--- config.mk ---
export PLATFORM = sky130hd
export DESIGN_NAME = byte_lane_data_steering
export DESIGN_NICKNAME = d
export VERILOG_FILES = /design/src/logic/steer_pkg.sv /design/src/logic/byte_lane_data_steering.sv /design/src/logic/lane_beat_decode.sv
export SDC_FILE = /design/constraint.sdc
export NUM_CORES = 1
export LEC_CHECK = 0
export BUFFER_PORTS_ARGS = -buffer_cell sky130_fd_sc_hd__buf_2
export CAP_MARGIN = 20
export CORE_AREA = 2 2 132 134
export CTS_BUF_LIST = sky130_fd_sc_hd__clkbuf_16
export DETAILED_ROUTE_END_ITERATION = 7
export DIE_AREA = 0 0 134 136
export PLACE_DENSITY_LB_ADDON = 0.15
export SLEW_MARGIN = 20
export SYNTH_ARGS = -nofsm -noshare
export SYNTH_HDL_FRONTEND = slang
export SYNTH_SLANG_ARGS = --single-unit
--- constraint.sdc ---
create_clock -name mclk -period 3.8 [get_ports mclk]
set_input_delay 0.76 -clock mclk [delete_from_list [all_inputs] [get_ports mclk]]
set_output_delay 0.76 -clock mclk [all_outputs]
set_load 0.05 [all_outputs]
--- src/logic/steer_pkg.sv ---
// shared types and constants for the byte-lane steering block
package steer_pkg;

  localparam int unsigned DATA_W = 32;

  typedef enum logic [2:0] {
    SIZE_BYTE = 3'h0,
    SIZE_HALF = 3'h1,
    SIZE_WORD = 3'h2
  } xfer_size_t;

  typedef enum logic [1:0] {
    EXT_W8  = 2'h0,
    EXT_W16 = 2'h1,
    EXT_W32 = 2'h2
  } ext_width_t;

  typedef enum logic [1:0] {
    ST_IDLE  = 2'h0,
    ST_LOAD  = 2'h1,
    ST_ISSUE = 2'h2
  } steer_state_t;

  // active-low lane patterns, bit n drives lane n
  localparam logic [3:0] LANES_NONE_N      = 4'hf;
  localparam logic [3:0] LANES_ALL_N       = 4'h0;
  localparam logic [3:0] LANES_LOW_HALF_N  = 4'hc;
  localparam logic [3:0] LANES_HIGH_HALF_N = 4'h3;
  localparam logic [3:0] LANE0_N           = 4'he;
  localparam logic [3:0] LANE1_N           = 4'hd;
  localparam logic [3:0] LANE_ONE_HOT      = 4'h1;

  // index of the last beat of a split
  localparam logic [1:0] LAST_OF_ONE  = 2'h0;
  localparam logic [1:0] LAST_OF_TWO  = 2'h1;
  localparam logic [1:0] LAST_OF_FOUR = 2'h3;
  localparam logic [1:0] ADDR_TOP     = 2'h3;
  localparam logic [1:0] ADDR_ZERO    = 2'h0;
  localparam logic [1:0] BEAT_FIRST   = 2'h0;
  localparam logic [1:0] BEAT_STEP    = 2'h1;

  localparam logic [DATA_W-1:0] DATA_ZERO = 32'h0;

  // one access from the system side
  typedef struct packed {
    logic               write;
    xfer_size_t         size;
    logic [1:0]         addr;
    logic [DATA_W-1:0]  wdata;
  } sys_req_t;

  // complete state of the steering engine
  typedef struct packed {
    steer_state_t       state;
    logic [1:0]         beat;
    logic [1:0]         last;
    logic               write;
    xfer_size_t         size;
    logic [1:0]         addr;
    ext_width_t         width;
    logic               lane_rd;
    logic               path_dyn;
    logic [DATA_W-1:0]  wdata;
    logic [DATA_W-1:0]  rdata;
    logic [1:0]         ext_addr;
    logic [3:0]         lanes_n;
    logic [DATA_W-1:0]  ext_data;
    logic               ext_write;
    logic               strobe;
    logic               ready;
    logic               done;
  } steer_regs_t;

endpackage : steer_pkg

--- src/logic/byte_lane_data_steering.sv ---
// byte-lane select generation and data steering for an 8/16/32-bit memory bus
//
// What this block does
// - 32-bit word reads select all lanes straight
// - 32-bit half and byte lane patterns per offset
// - 8-bit word write: four bytes, top first
// - 8-bit half is two bytes; byte is one
// - 16-bit word write: two halves, upper first
// - 16-bit half both lanes; byte one lane
// - write data steered onto external bus lanes
// - same mapping for static and dynamic paths
// - read lane selects follow read-select bit
// - selects active low; writes assert addressed lanes
module byte_lane_data_steering (
  // clock and reset
  input  wire logic                     mclk,
  input  wire logic                     rst,
  // system side
  input  wire logic                     req_valid,
  input  wire steer_pkg::sys_req_t      req,
  output logic                          req_ready,
  output logic                          done,
  output logic [31:0]                   rdata,
  // bank configuration, sampled when an access is taken
  input  wire steer_pkg::ext_width_t    ext_width,
  input  wire logic                     read_lane_select_bit,
  input  wire logic                     path_dynamic,
  // external transfer engine
  output logic                          ext_strobe,
  output logic                          ext_write,
  output logic                          ext_path_dynamic,
  output logic [1:0]                    ext_address_out,
  output logic [3:0]                    byte_lane_select_n,
  output logic [31:0]                   ext_data_bus,
  input  wire logic                     ext_ack,
  input  wire logic [31:0]              ext_rdata
);

  steer_pkg::steer_regs_t state_reg;
  steer_pkg::steer_regs_t state_next;

  logic [1:0]  dec_last;
  logic [1:0]  dec_addr;
  logic [3:0]  dec_lanes_n;
  logic [31:0] dec_wdata;
  logic [31:0] dec_rdata;

  ////////////////////////////////////////////////////////////////////////////
  // decode always works on the captured access, so it is stable per beat
  lane_beat_decode u_decode (
    .width     (state_reg.width),
    .size      (state_reg.size),
    .addr      (state_reg.addr),
    .beat      (state_reg.beat),
    .wdata     (state_reg.wdata),
    .ext_rdata (ext_rdata),
    .rdata_in  (state_reg.rdata),
    .last_beat (dec_last),
    .beat_addr (dec_addr),
    .lanes_n   (dec_lanes_n),
    .wdata_out (dec_wdata),
    .rdata_out (dec_rdata)
  );

  ////////////////////////////////////////////////////////////////////////////
  always_comb begin
    state_next      = state_reg;
    state_next.done = 1'b0;
    case (state_reg.state)
      steer_pkg::ST_IDLE: begin
        if (req_valid) begin
          state_next.state    = steer_pkg::ST_LOAD;
          state_next.ready    = 1'b0;
          state_next.beat     = steer_pkg::BEAT_FIRST;
          state_next.write    = req.write;
          state_next.size     = req.size;
          state_next.addr     = req.addr;
          state_next.wdata    = req.wdata;
          state_next.width    = ext_width;
          state_next.lane_rd  = read_lane_select_bit;
          // only tagged through; the steering tables do not depend on it
          state_next.path_dyn = path_dynamic;
        end
      end
      steer_pkg::ST_LOAD: begin
        state_next.state     = steer_pkg::ST_ISSUE;
        state_next.last      = dec_last;
        state_next.ext_addr  = dec_addr;
        state_next.ext_write = state_reg.write;
        state_next.strobe    = 1'b1;
        if (state_reg.write) begin
          state_next.lanes_n  = dec_lanes_n;
          state_next.ext_data = dec_wdata;
        end else begin
          // byte-wide banks wire the selects to write enables
          state_next.lanes_n  = state_reg.lane_rd ? dec_lanes_n
                                                  : steer_pkg::LANES_NONE_N;
          state_next.ext_data = steer_pkg::DATA_ZERO;
        end
      end
      steer_pkg::ST_ISSUE: begin
        if (ext_ack) begin
          state_next.strobe  = 1'b0;
          state_next.lanes_n = steer_pkg::LANES_NONE_N;
          if (!state_reg.write) begin
            state_next.rdata = dec_rdata;
          end
          if (state_reg.beat == state_reg.last) begin
            state_next.state = steer_pkg::ST_IDLE;
            state_next.ready = 1'b1;
            state_next.done  = 1'b1;
          end else begin
            state_next.state = steer_pkg::ST_LOAD;
            state_next.beat  = state_reg.beat + steer_pkg::BEAT_STEP;
          end
        end
      end
      default: begin
        state_next.state = steer_pkg::ST_IDLE;
        state_next.ready = 1'b1;
      end
    endcase
  end

  ////////////////////////////////////////////////////////////////////////////
  always_ff @(posedge mclk or posedge rst) begin
    if (rst) begin
      state_reg           <= '0;
      state_reg.state     <= steer_pkg::ST_IDLE;
      state_reg.lanes_n   <= steer_pkg::LANES_NONE_N;
      state_reg.ready     <= 1'b1;
    end else begin
      state_reg <= state_next;
    end
  end

  ////////////////////////////////////////////////////////////////////////////
  assign req_ready          = state_reg.ready;
  assign done               = state_reg.done;
  assign rdata              = state_reg.rdata;
  assign ext_strobe         = state_reg.strobe;
  assign ext_write          = state_reg.ext_write;
  assign ext_path_dynamic   = state_reg.path_dyn;
  assign ext_address_out    = state_reg.ext_addr;
  assign byte_lane_select_n = state_reg.lanes_n;
  assign ext_data_bus       = state_reg.ext_data;

endmodule : byte_lane_data_steering

--- src/logic/lane_beat_decode.sv ---
// per-beat lane, address and data steering decode (combinational)
module lane_beat_decode (
  // access being split
  input  wire steer_pkg::ext_width_t  width,
  input  wire steer_pkg::xfer_size_t  size,
  input  wire logic [1:0]             addr,
  input  wire logic [1:0]             beat,
  // data paths
  input  wire logic [31:0]            wdata,
  input  wire logic [31:0]            ext_rdata,
  input  wire logic [31:0]            rdata_in,
  // decoded beat
  output logic [1:0]                  last_beat,
  output logic [1:0]                  beat_addr,
  output logic [3:0]                  lanes_n,
  output logic [31:0]                 wdata_out,
  output logic [31:0]                 rdata_out
);

  ////////////////////////////////////////////////////////////////////////////
  function automatic logic [1:0] last_index(steer_pkg::ext_width_t w,
                                            steer_pkg::xfer_size_t s);
    logic [1:0] r;
    r = steer_pkg::LAST_OF_ONE;
    if (w == steer_pkg::EXT_W8 && s == steer_pkg::SIZE_WORD) begin
      r = steer_pkg::LAST_OF_FOUR;
    end else if (w == steer_pkg::EXT_W8 && s == steer_pkg::SIZE_HALF) begin
      r = steer_pkg::LAST_OF_TWO;
    end else if (w == steer_pkg::EXT_W16 && s == steer_pkg::SIZE_WORD) begin
      r = steer_pkg::LAST_OF_TWO;
    end
    return r;
  endfunction : last_index

  // upper bytes go out first in every split
  function automatic logic [1:0] beat_address(steer_pkg::ext_width_t w,
                                              steer_pkg::xfer_size_t s,
                                              logic [1:0] a, logic [1:0] b);
    logic [1:0] r;
    r = steer_pkg::ADDR_ZERO;
    case (w)
      steer_pkg::EXT_W8: begin
        if (s == steer_pkg::SIZE_WORD) r = steer_pkg::ADDR_TOP - b;
        else if (s == steer_pkg::SIZE_HALF) r = {a[1], ~b[0]};
        else r = a;
      end
      steer_pkg::EXT_W16: begin
        if (s == steer_pkg::SIZE_WORD) r = {1'b0, ~b[0]};
        else r = {1'b0, a[1]};
      end
      default: r = steer_pkg::ADDR_ZERO;
    endcase
    return r;
  endfunction : beat_address

  function automatic logic [3:0] lane_pattern(steer_pkg::ext_width_t w,
                                              steer_pkg::xfer_size_t s,
                                              logic [1:0] a);
    logic [3:0] r;
    r = steer_pkg::LANES_NONE_N;
    case (w)
      steer_pkg::EXT_W8: r = steer_pkg::LANE0_N;
      steer_pkg::EXT_W16: begin
        if (s == steer_pkg::SIZE_BYTE) begin
          r = a[0] ? steer_pkg::LANE1_N : steer_pkg::LANE0_N;
        end else begin
          r = steer_pkg::LANES_LOW_HALF_N;
        end
      end
      default: begin
        if (s == steer_pkg::SIZE_BYTE) begin
          r = ~(steer_pkg::LANE_ONE_HOT << a);
        end else if (s == steer_pkg::SIZE_HALF) begin
          r = a[1] ? steer_pkg::LANES_HIGH_HALF_N
                   : steer_pkg::LANES_LOW_HALF_N;
        end else begin
          r = steer_pkg::LANES_ALL_N;
        end
      end
    endcase
    return r;
  endfunction : lane_pattern

  ////////////////////////////////////////////////////////////////////////////
  // lanes above the bus width are driven zero rather than left floating;
  // within the bus width the selects mark which lanes the memory takes
  always_comb begin
    last_beat = last_index(width, size);
    beat_addr = beat_address(width, size, addr, beat);
    lanes_n   = lane_pattern(width, size, addr);
    wdata_out = steer_pkg::DATA_ZERO;
    rdata_out = rdata_in;
    case (width)
      steer_pkg::EXT_W8: begin
        wdata_out[7:0] = wdata[{beat_addr, 3'h0} +: 8];
        rdata_out[{beat_addr, 3'h0} +: 8] = ext_rdata[7:0];
      end
      steer_pkg::EXT_W16: begin
        wdata_out[15:0] = wdata[{beat_addr[0], 4'h0} +: 16];
        rdata_out[{beat_addr[0], 4'h0} +: 16] = ext_rdata[15:0];
      end
      default: begin
        wdata_out = wdata;
        rdata_out = ext_rdata;
      end
    endcase
  end

endmodule : lane_beat_decode

==> results of run 1 <==
[through the flow]
step	hold WS [ns]	instances
after floorplan	0.447	686
after global placement	0.453	967
after detailed placement	0.462	967
after CTS	0.476	999
after global routing	0.514	999
final	0.475	999
[layout by cell type (no fill, tap or decap), types with 4 or more instances in the layout]
master | synthesis | routed
a21oi_1 | 28 | 28
a22o_1 | 24 | 24
o21ba_2 | 7 | 7
o21a_1 | 10 | 10
a31oi_1 | 8 | 8
a221oi_1 | 5 | 5
ha_1 | 5 | 5
nor2_1 | 31 | 31
dfstp_2 | 5 | 5
nor2b_1 | 14 | 14
o22a_1 | 4 | 4
nand3_1 | 7 | 7
clkbuf_16 | 0 | 17
dfrtp_1 | 117 | 117
and2_1 | 12 | 11
nand2_1 | 128 | 128
o31ai_1 | 9 | 9
buf_4 | 73 | 13
o21ai_0 | 25 | 25
o211ai_1 | 12 | 12
buf_2 | 12 | 152
o41ai_1 | 4 | 4
nor3_2 | 4 | 4
a211oi_1 | 11 | 11
inv_1 | 18 | 18
clkinv_1 | 0 | 4
o2bb2ai_1 | 7 | 7
a221o_1 | 31 | 31
o211a_1 | 7 | 7
[report_power, final]
group          internal (W)  switching, W
Sequential          0.00183      0.000464
Combinational       0.00108       0.00253
Clock               0.00102      0.000593
[how the worst min path moves through the flow]
| stage | from | endpoint |
|---|---|---|
| 2_1_floorplan | state_reg[107]$_DFFE_PP0P_ | state_reg[107]$_DFFE_PP0P_ |
| 3_3_place_gp | ext_path_dynamic$_DFFE_PP0P_ | ext_path_dynamic$_DFFE_PP0P_ |
| 3_5_place_dp | ext_path_dynamic$_DFFE_PP0P_ | ext_path_dynamic$_DFFE_PP0P_ |
| 4_1_cts | ext_path_dynamic$_DFFE_PP0P_ | ext_path_dynamic$_DFFE_PP0P_ |
| 5_1_grt | rdata[6]$_DFFE_PP0P_ | rdata[6]$_DFFE_PP0P_ |
| 6_report | ext_path_dynamic$_DFFE_PP0P_ | ext_path_dynamic$_DFFE_PP0P_ |
[synth_stat cells (all sizes together) (2+ instances only)]
cell and count:
o31ai 10, o211ai 12, mux2i 2, nand2b 3, nor3 7, o22a 4
nand4bb 2, a221oi 5, clkbuf 18, o2bb2ai 7, o41ai 4, o22ai 4
a221o 31, xnor2 3, a21boi 2, o211a 8, dfrtp 117, a21oi 28
ha 5, and2 12, o21ai 28, nand2 128, nor2b 14, a211oi 11
nand3 7, o21ba 7, buf 92, nor3b 2, or2 2, inv 19
dfstp 5, a22o 24, o21a 10, nor2 32, a31oi 9
[routing by layer]
layer | track usage, % | up-vias | share of wire (%)
met5 | 0 | - | 0
met2 | 31.5 | 210 | 45
met4 | 6.74 | 0 | 1.2
li1 | - | 2532 | -
met1 | 29.4 | 2692 | 46
met3 | 5.59 | 18 | 7.0
[worst reg2reg max path, stage by stage, from the launching register on]
cell and delay, ns:
dfrtp_1 0.52, nor3b_4 0.35, mux2i_1 0.24, buf_4 0.22, or2_2 0.19, inv_1 0.08, ha_1 0.23, nor3_2 0.50
a221o_1 0.30, a21oi_1 0.06, o21ba_2 0.21, a211oi_1 0.20
[cells by family (layout without fill, tap and decap cells)]
group | count (synthesis) | count (layout) | synth area share, %
and+or+nand+nor | 214 | 214 | 14.9
AOI/OAI and AO/OA | 209 | 209 | 24.6
buffers and inverters | 129 | 217 | 11.9
DFF | 122 | 122 | 46.5
adders and majority gates | 5 | 5 | 0.952
xor gates and xnor gates | 4 | 4 | 0.647
muxes | 3 | 3 | 0.476
[area by class of cell]
cell class | instances | area share, %
multi-input combinational | 435 | 36.0
clock inverter | 15 | 2.07
timing repair buffer | 166 | 11.5
tap | 225 | 3.69
inverter | 19 | 0.985
clock buffer | 17 | 5.58
sequential | 122 | 40.1
==> out/qor.yml, run 1 <==
critical_path:
  path_class: "flop to flop"
  crit_cells: 11
  crit_required_ns: 4.12
  r2r_setup_slack_ns: 0.62
  worstPathCellList: "nor3b_4 > mux2i_1 > buf_4 > or2_2 > inv_1 > ha_1 > nor3_2 > a221o_1 > a21oi_1 > o21ba_2 > a211oi_1"
  worstRegToRegCells: 11
  arrival_ns: 3.51
  worstReg2RegStart: "state_reg[113]$_DFFE_PP0P_"
  worst_path_largest_cell_delay_ns: 0.52
  crit_path_start: "state_reg[113]$_DFFE_PP0P_"
  path_delay_family: "simple AND/OR/NAND/NOR gates"
  slowest_stage: "dfrtp_1"
  critical_path_buf_inv_count: 2
  r2r-end: "rdata[22]$_DFFE_PP0P_"
  crit_end: "rdata[22]$_DFFE_PP0P_"
  cp-end-kind: "flop"
  start_kind: "flop"
  crit_fanout: 12
drt:
  drc: 0
  drt_wl_total_um: 18500
  firstDrtPassIters: 6
  drtAntennaViolNets: 0
  drt-wirelength-per-cell_um: 18.5
  vias_per_cell: 5.46
  drt_iter0_markers: 463
  dr_total_vias: 5452
logic_synthesis:
  synth.area.top_cells: "dfrtp_1, buf_4, nand2_1, a221o_1, a22o_1"
  synthDistinctLibCells: 63
  syn_inst: 686
  synth_top_cell_area_share_pct: 44.5
  synthFlopType: "dfrtp_1"
  synth_top_area_cell: "dfrtp_1"
  synth.cell_area_mm2: 0.00657
  synth-edff-count: 0
  synthArstFlopShare_pct: 100
  synth_fp_nets: 769
  avgSynthCellArea_um2: 9.58
  yosysWarnings: 0
  ys_seq_elements: 122
  seq_area_frac_synth_pct: 46.5
timing:
  setup_tns_ns: 0
  min_period_ns: 3.18
  hold_viol_final: 0
  fin_skew_ns: 0.0106
  setup-violations-final: 0
  finalWorstSetupSlack_ns: 0.616
  relSlewSlack_pct: 42.3
  tightestPinTransition_ns: 0.862
  slew_violations: 0
  fin_crit_sh_pct: 83.8
  max_freq_mhz: 314
  rsz0062_at_grt: "false"
floorplanning:
  num_rows: 48
  dieArea_mm2: 0.0182
  ioPinCount: 153
  die_y_um: 136
  initial_utilization_pct: 38.9
  die_w_um: 134
  coreArea_mm2: 0.0169
final_layout:
  largest_reg_flops: 47
  fin_util_pct: 45.2
  design_area_mm2: 0.00762
  n_antenna_cell: 0
  syn_to_final_growth_pct: 16.0
  fin_nets: 844
  multi_input_area_mm2: 0.00275
  seq_area_mm2: 0.00306
  fill_cells: 1649
  drive_gt1_share_pct: 28.9
clock_tree:
  cts_buffer_depth: 2
  post_cts_resized: 0
  cts_root_buffer: "clkbuf_16"
  cts_tree: "yes"
  cts.htree.levels: 4
  post-cts-setup-buffer-count: 0
  path_clk_slew_ns: 0.06
  cts_buffers: 17
  worstSkewPairLatency_ns: 0.42
  hold_buffers: 0
  clock_sinks: 122
hold_path:
  hold-path-cell-count: 2
  hold_class: "flop to flop"
power:
  leakagePower_nw: 3.73
  p_total_w: 0.00751
  power.density_mw_per_mm2: 985
  peakVddDrop_v: 0.000457
global_routing:
  grt_max_degree: 123
  grt_usage_pct: 20.9
  grt_overflow: 0
  grt_pass1_wl_um: 29500
  grt_pass1_vias: 5393
  antenna_found_initial: 0
placement:
  port_buffers: 152
  routabilityCongestion: 0.841
  dpl_cell_area_mm2: 0.00704
  place_ws_ns: 0.658
  dpl.hpwl_um: 13000
status:
  status: "finished clean"
run:
  drv_cap: 0
No activity file was read; power rests on OpenSTA's default activity.
==> run 2: changes to the inputs <==
--- a/config.mk
+++ b/config.mk
@@ -5,12 +5,13 @@
 export SDC_FILE = /design/constraint.sdc
 export NUM_CORES = 1
 export LEC_CHECK = 0
+export ABC_AREA = 1
 export BUFFER_PORTS_ARGS = -buffer_cell sky130_fd_sc_hd__buf_2
 export CAP_MARGIN = 20
-export CORE_AREA = 2 2 132 134
+export CORE_AREA = 2 2 138 140
 export CTS_BUF_LIST = sky130_fd_sc_hd__clkbuf_16
 export DETAILED_ROUTE_END_ITERATION = 7
-export DIE_AREA = 0 0 134 136
+export DIE_AREA = 0 0 140 142
 export PLACE_DENSITY_LB_ADDON = 0.15
 export SLEW_MARGIN = 20
 export SYNTH_ARGS = -nofsm -noshare
==> constraint.sdc (replaced) <==
create_clock -name mclk -period 3.18 [get_ports mclk]
set_input_delay 0.636 -clock mclk [delete_from_list [all_inputs] [get_ports mclk]]
set_output_delay 0.636 -clock mclk [all_outputs]
set_load 0.05 [all_outputs]
==> run 2 against run 1 <==
Against the previous run: the run now ends with design-rule violations left; global-route usage increased by 0.55 points; final area increased by 8.9%; clock power increased by 23%; die area increased by 9.1%; largest cell class is now multi-input gates.
==> out/qor.yml, run 2 <==
timing:
  tightestPinTransition_ns: 0.725  # -0.137 ns
  min_period_ns: 2.64  # -0.541 ns
  fin_skew_ns: 0.00763  # -0.00296 ns
  slew_violations: 0  # unchanged
  hold_viol_final: 0  # unchanged
  fin_crit_sh_pct: 83.1  # -0.67 points
  max_freq_mhz: 378  # +20%
  relSlewSlack_pct: 51.6  # +9.4 points
  setup_tns_ns: 0  # unchanged
  setup-violations-final: 0  # unchanged
  rsz0062_at_grt: "false"
  hold_ws_ns: 0.366  # -0.109 ns
final_layout:
  n_antenna_cell: 0  # unchanged
  drive_gt1_share_pct: 20.6  # -8.3 points
  fin_nets: 1153  # +37%
  largest_reg_flops: 47  # unchanged
  final_cell_mix: "nand2_1, buf_2, dfrtp_1"
  syn_to_final_growth_pct: 14.3
  design_area_mm2: 0.00830  # +8.9%
  layout_commonest_cell: "nand2_1"
logic_synthesis:
  syn_inst: 1005  # +47%
  synth_fp_nets: 1088  # +41%
  synth.area.top_cells: "dfrtp_1, nand2_1, buf_4, a21oi_1, nor2_1"
  yosysWarnings: 0  # unchanged
  synthArstFlopShare_pct: 100  # unchanged
  synth-edff-count: 0  # unchanged
  synthFlopType: "dfrtp_1"
  seq_area_frac_synth_pct: 42.1  # -4.5 points
  synth_top_area_cell: "dfrtp_1"
  synth_top_cell_area_share_pct: 40.3  # -4.3 points
  yosys.cell_count.top_type: "nand2_1"
  synth.cell_area_mm2: 0.00727  # +11%
  synthTopCellsByCount: "nand2_1, dfrtp_1, nor2_1, a21oi_1, buf_4"
  avgSynthCellArea_um2: 7.23  # -25%
  synthDistinctLibCells: 33  # -48%
  ys_seq_elements: 122  # unchanged
power:
  p_total_w: 0.0111  # +47%
  peakVddDrop_v: 0.000646  # +41%
  swShare_pct: 53.5  # +5.8 points
  p_int_w: 0.00515  # +31%
  clkPwrFrac_pct: 17.9  # -3.5 points
  leakagePower_nw: 4.22  # +13%
  p_sw_w: 0.00593  # +65%
  seqPwrFrac_pct: 25.5  # -5.0 points
  power.density_mw_per_mm2: 1330  # +35%
  p_comb_share_pct: 56.6  # +8.6 points
clock_tree:
  hold_buffers: 0  # unchanged
  cts_tree: "yes"
  post_cts_resized: 0  # unchanged
  cts_buffer_depth: 2  # unchanged
  cts_buffers: 17  # unchanged
  path_clk_slew_ns: 0.06  # about the same
  worstSkewPairLatency_ns: 0.42  # about the same
  post-cts-setup-buffer-count: 0  # unchanged
  cts_root_buffer: "clkbuf_16"
  cts.htree.levels: 4  # unchanged
  clock_sinks: 122  # unchanged
floorplanning:
  die_y_um: 142  # +4.4%
  ioPinCount: 153  # unchanged
  dieArea_mm2: 0.0199  # +9.1%
  coreArea_mm2: 0.0185  # +9.4%
  num_rows: 50  # +4.2%
  die_w_um: 140  # +4.5%
  initial_utilization_pct: 39.4  # +0.44 points
run:
  drv_cap: 0  # unchanged
critical_path:
  arrival_ns: 2.99  # -0.52 ns
  r2r-end: "rdata[22]$_DFFE_PP0P_"
  worst_path_largest_cell_delay_ns: 0.44  # -0.08 ns
  crit_path_start: "state_reg[113]$_DFFE_PP0P_"
  path_delay_family: "simple AND/OR/NAND/NOR gates"
  cp-end-kind: "flop"
  crit_path_frequent_cell: "nand2_1"
  path_class: "flop to flop"
  crit_required_ns: 3.53  # -0.59 ns
  slowest_stage: "dfrtp_1"
  worstRegToRegCells: 14  # +3
  worstReg2RegStart: "state_reg[113]$_DFFE_PP0P_"
  r2r_setup_slack_ns: 0.54  # -0.08 ns
  start_kind: "flop"
  worstPathCellList: "nor2_2 > nand2_1 > nand3_1 > nand3_2 > nand2_2 > inv_2 > ha_1 > clkinv_1 > nor2_1 > buf_4 > nand2_1 > o21ai_0 > nand2_1 > a21oi_1"
  crit_fanout: 16  # +4
  critical_path_buf_inv_count: 3  # +1
global_routing:
  antenna_found_initial: 0  # unchanged
  grt_overflow: 0  # unchanged
  grt_max_degree: 123  # unchanged
  grt_pass1_wl_um: 33400  # +13%
  grt_pass1_vias: 6136  # +14%
  grt_usage_pct: 21.5  # +0.55 points
drt:
  dr_total_vias: 6654  # +22%
  drt_wl_total_um: 20900  # +13%
  drtAntennaViolNets: 0  # unchanged
  drc: 6  # +6
  drt-wirelength-per-cell_um: 15.9  # -14%
  drt_iter0_markers: 517  # +12%
  vias_per_cell: 5.06  # -7.4%
  firstDrtPassIters: 7  # +1
hold_path:
  hold_class: "input pin to async pin"
placement:
  dpl_cell_area_mm2: 0.00771  # +9.5%
  dpl.hpwl_um: 14200  # +9.0%
  routabilityCongestion: 0.869  # +3.3%
  port_buffers: 152  # unchanged
status:
  violations: "design-rule violations"
  status: "finished with violations"
[run 2: changes by cell type after synthesis, moves of 14 or more]
cell	change
a21oi_1	+72
a221o_1	-31
a22o_1	-24
a32o_1	+15
clkbuf_1	+14
inv_1	+49
nand2_1	+151
nand3_1	+62
nor2_1	+70
nor2b_1	-14
o21ai_0	+49
[run 2: worst max-delay path by stage]
stage	cells after the start	slack, ns	end
after floorplan	13	0.53	rdata[16]$_DFFE_PP0P_
after global placement	13	0.65	rdata[22]$_DFFE_PP0P_
after detailed placement	14	0.59	rdata[22]$_DFFE_PP0P_
after CTS	14	0.57	rdata[22]$_DFFE_PP0P_
after global routing	16	0.17	rdata[18]$_DFFE_PP0P_
final	14	0.54	rdata[22]$_DFFE_PP0P_
[run 2: power groups by stage]
stage | combinational (W) | clock, W | sequential (W)
floorplan | 0.00534 | 0 | 0.00277
global placement | 0.00621 | 0 | 0.00284
detailed placement | 0.00626 | 0 | 0.00284
CTS | 0.00628 | 0.00201 | 0.00282
global route | 0.00695 | 0.00208 | 0.00292
finish | 0.00627 | 0.00198 | 0.00282
[run 2: routing by layer]
| metal | GRT usage (%) | share of wire (%) |
|---|---|---|
| met1 | 32.3 | 50 |
| met2 | 31.3 | 43 |
| met3 | 4.51 | 6.1 |
| met4 | 5.74 | 1.4 |
| met5 | 0 | 0 |
[run 2: worst min-delay path, stage by stage]
cell        delay (ns)
buf_2             0.11
clkinvlp_4        0.07
buf_12            0.45
[run 2: area by class of cell]
class | count | area, um2
clock buffer | 17 | 425
clock inverter | 14 | 171
fill | 1896 | 10200
inverter | 77 | 297
multi-input combinational | 684 | 3150
sequential | 122 | 3060
tap | 234 | 293
timing repair buffer | 168 | 906
[run 2: logic make-up after synthesis]
family          share of synthesized area, %
buf+inv                                 14.5
compound gates                          15.1
flops                                   42.1
fa+ha+maj                              0.861
simple gates                            27.2
xor+xnor                               0.241
[run 2: through the flow]
step	worst slack [ns]	cells	utilization [%]
after global placement	0.654	1285	41.8
after CTS	0.567	1316	45.0
after global routing	0.168	1316	45.0
after detailed placement	0.591	1285	41.8
final	0.537	1316	45.0
after floorplan	0.534	1005	-
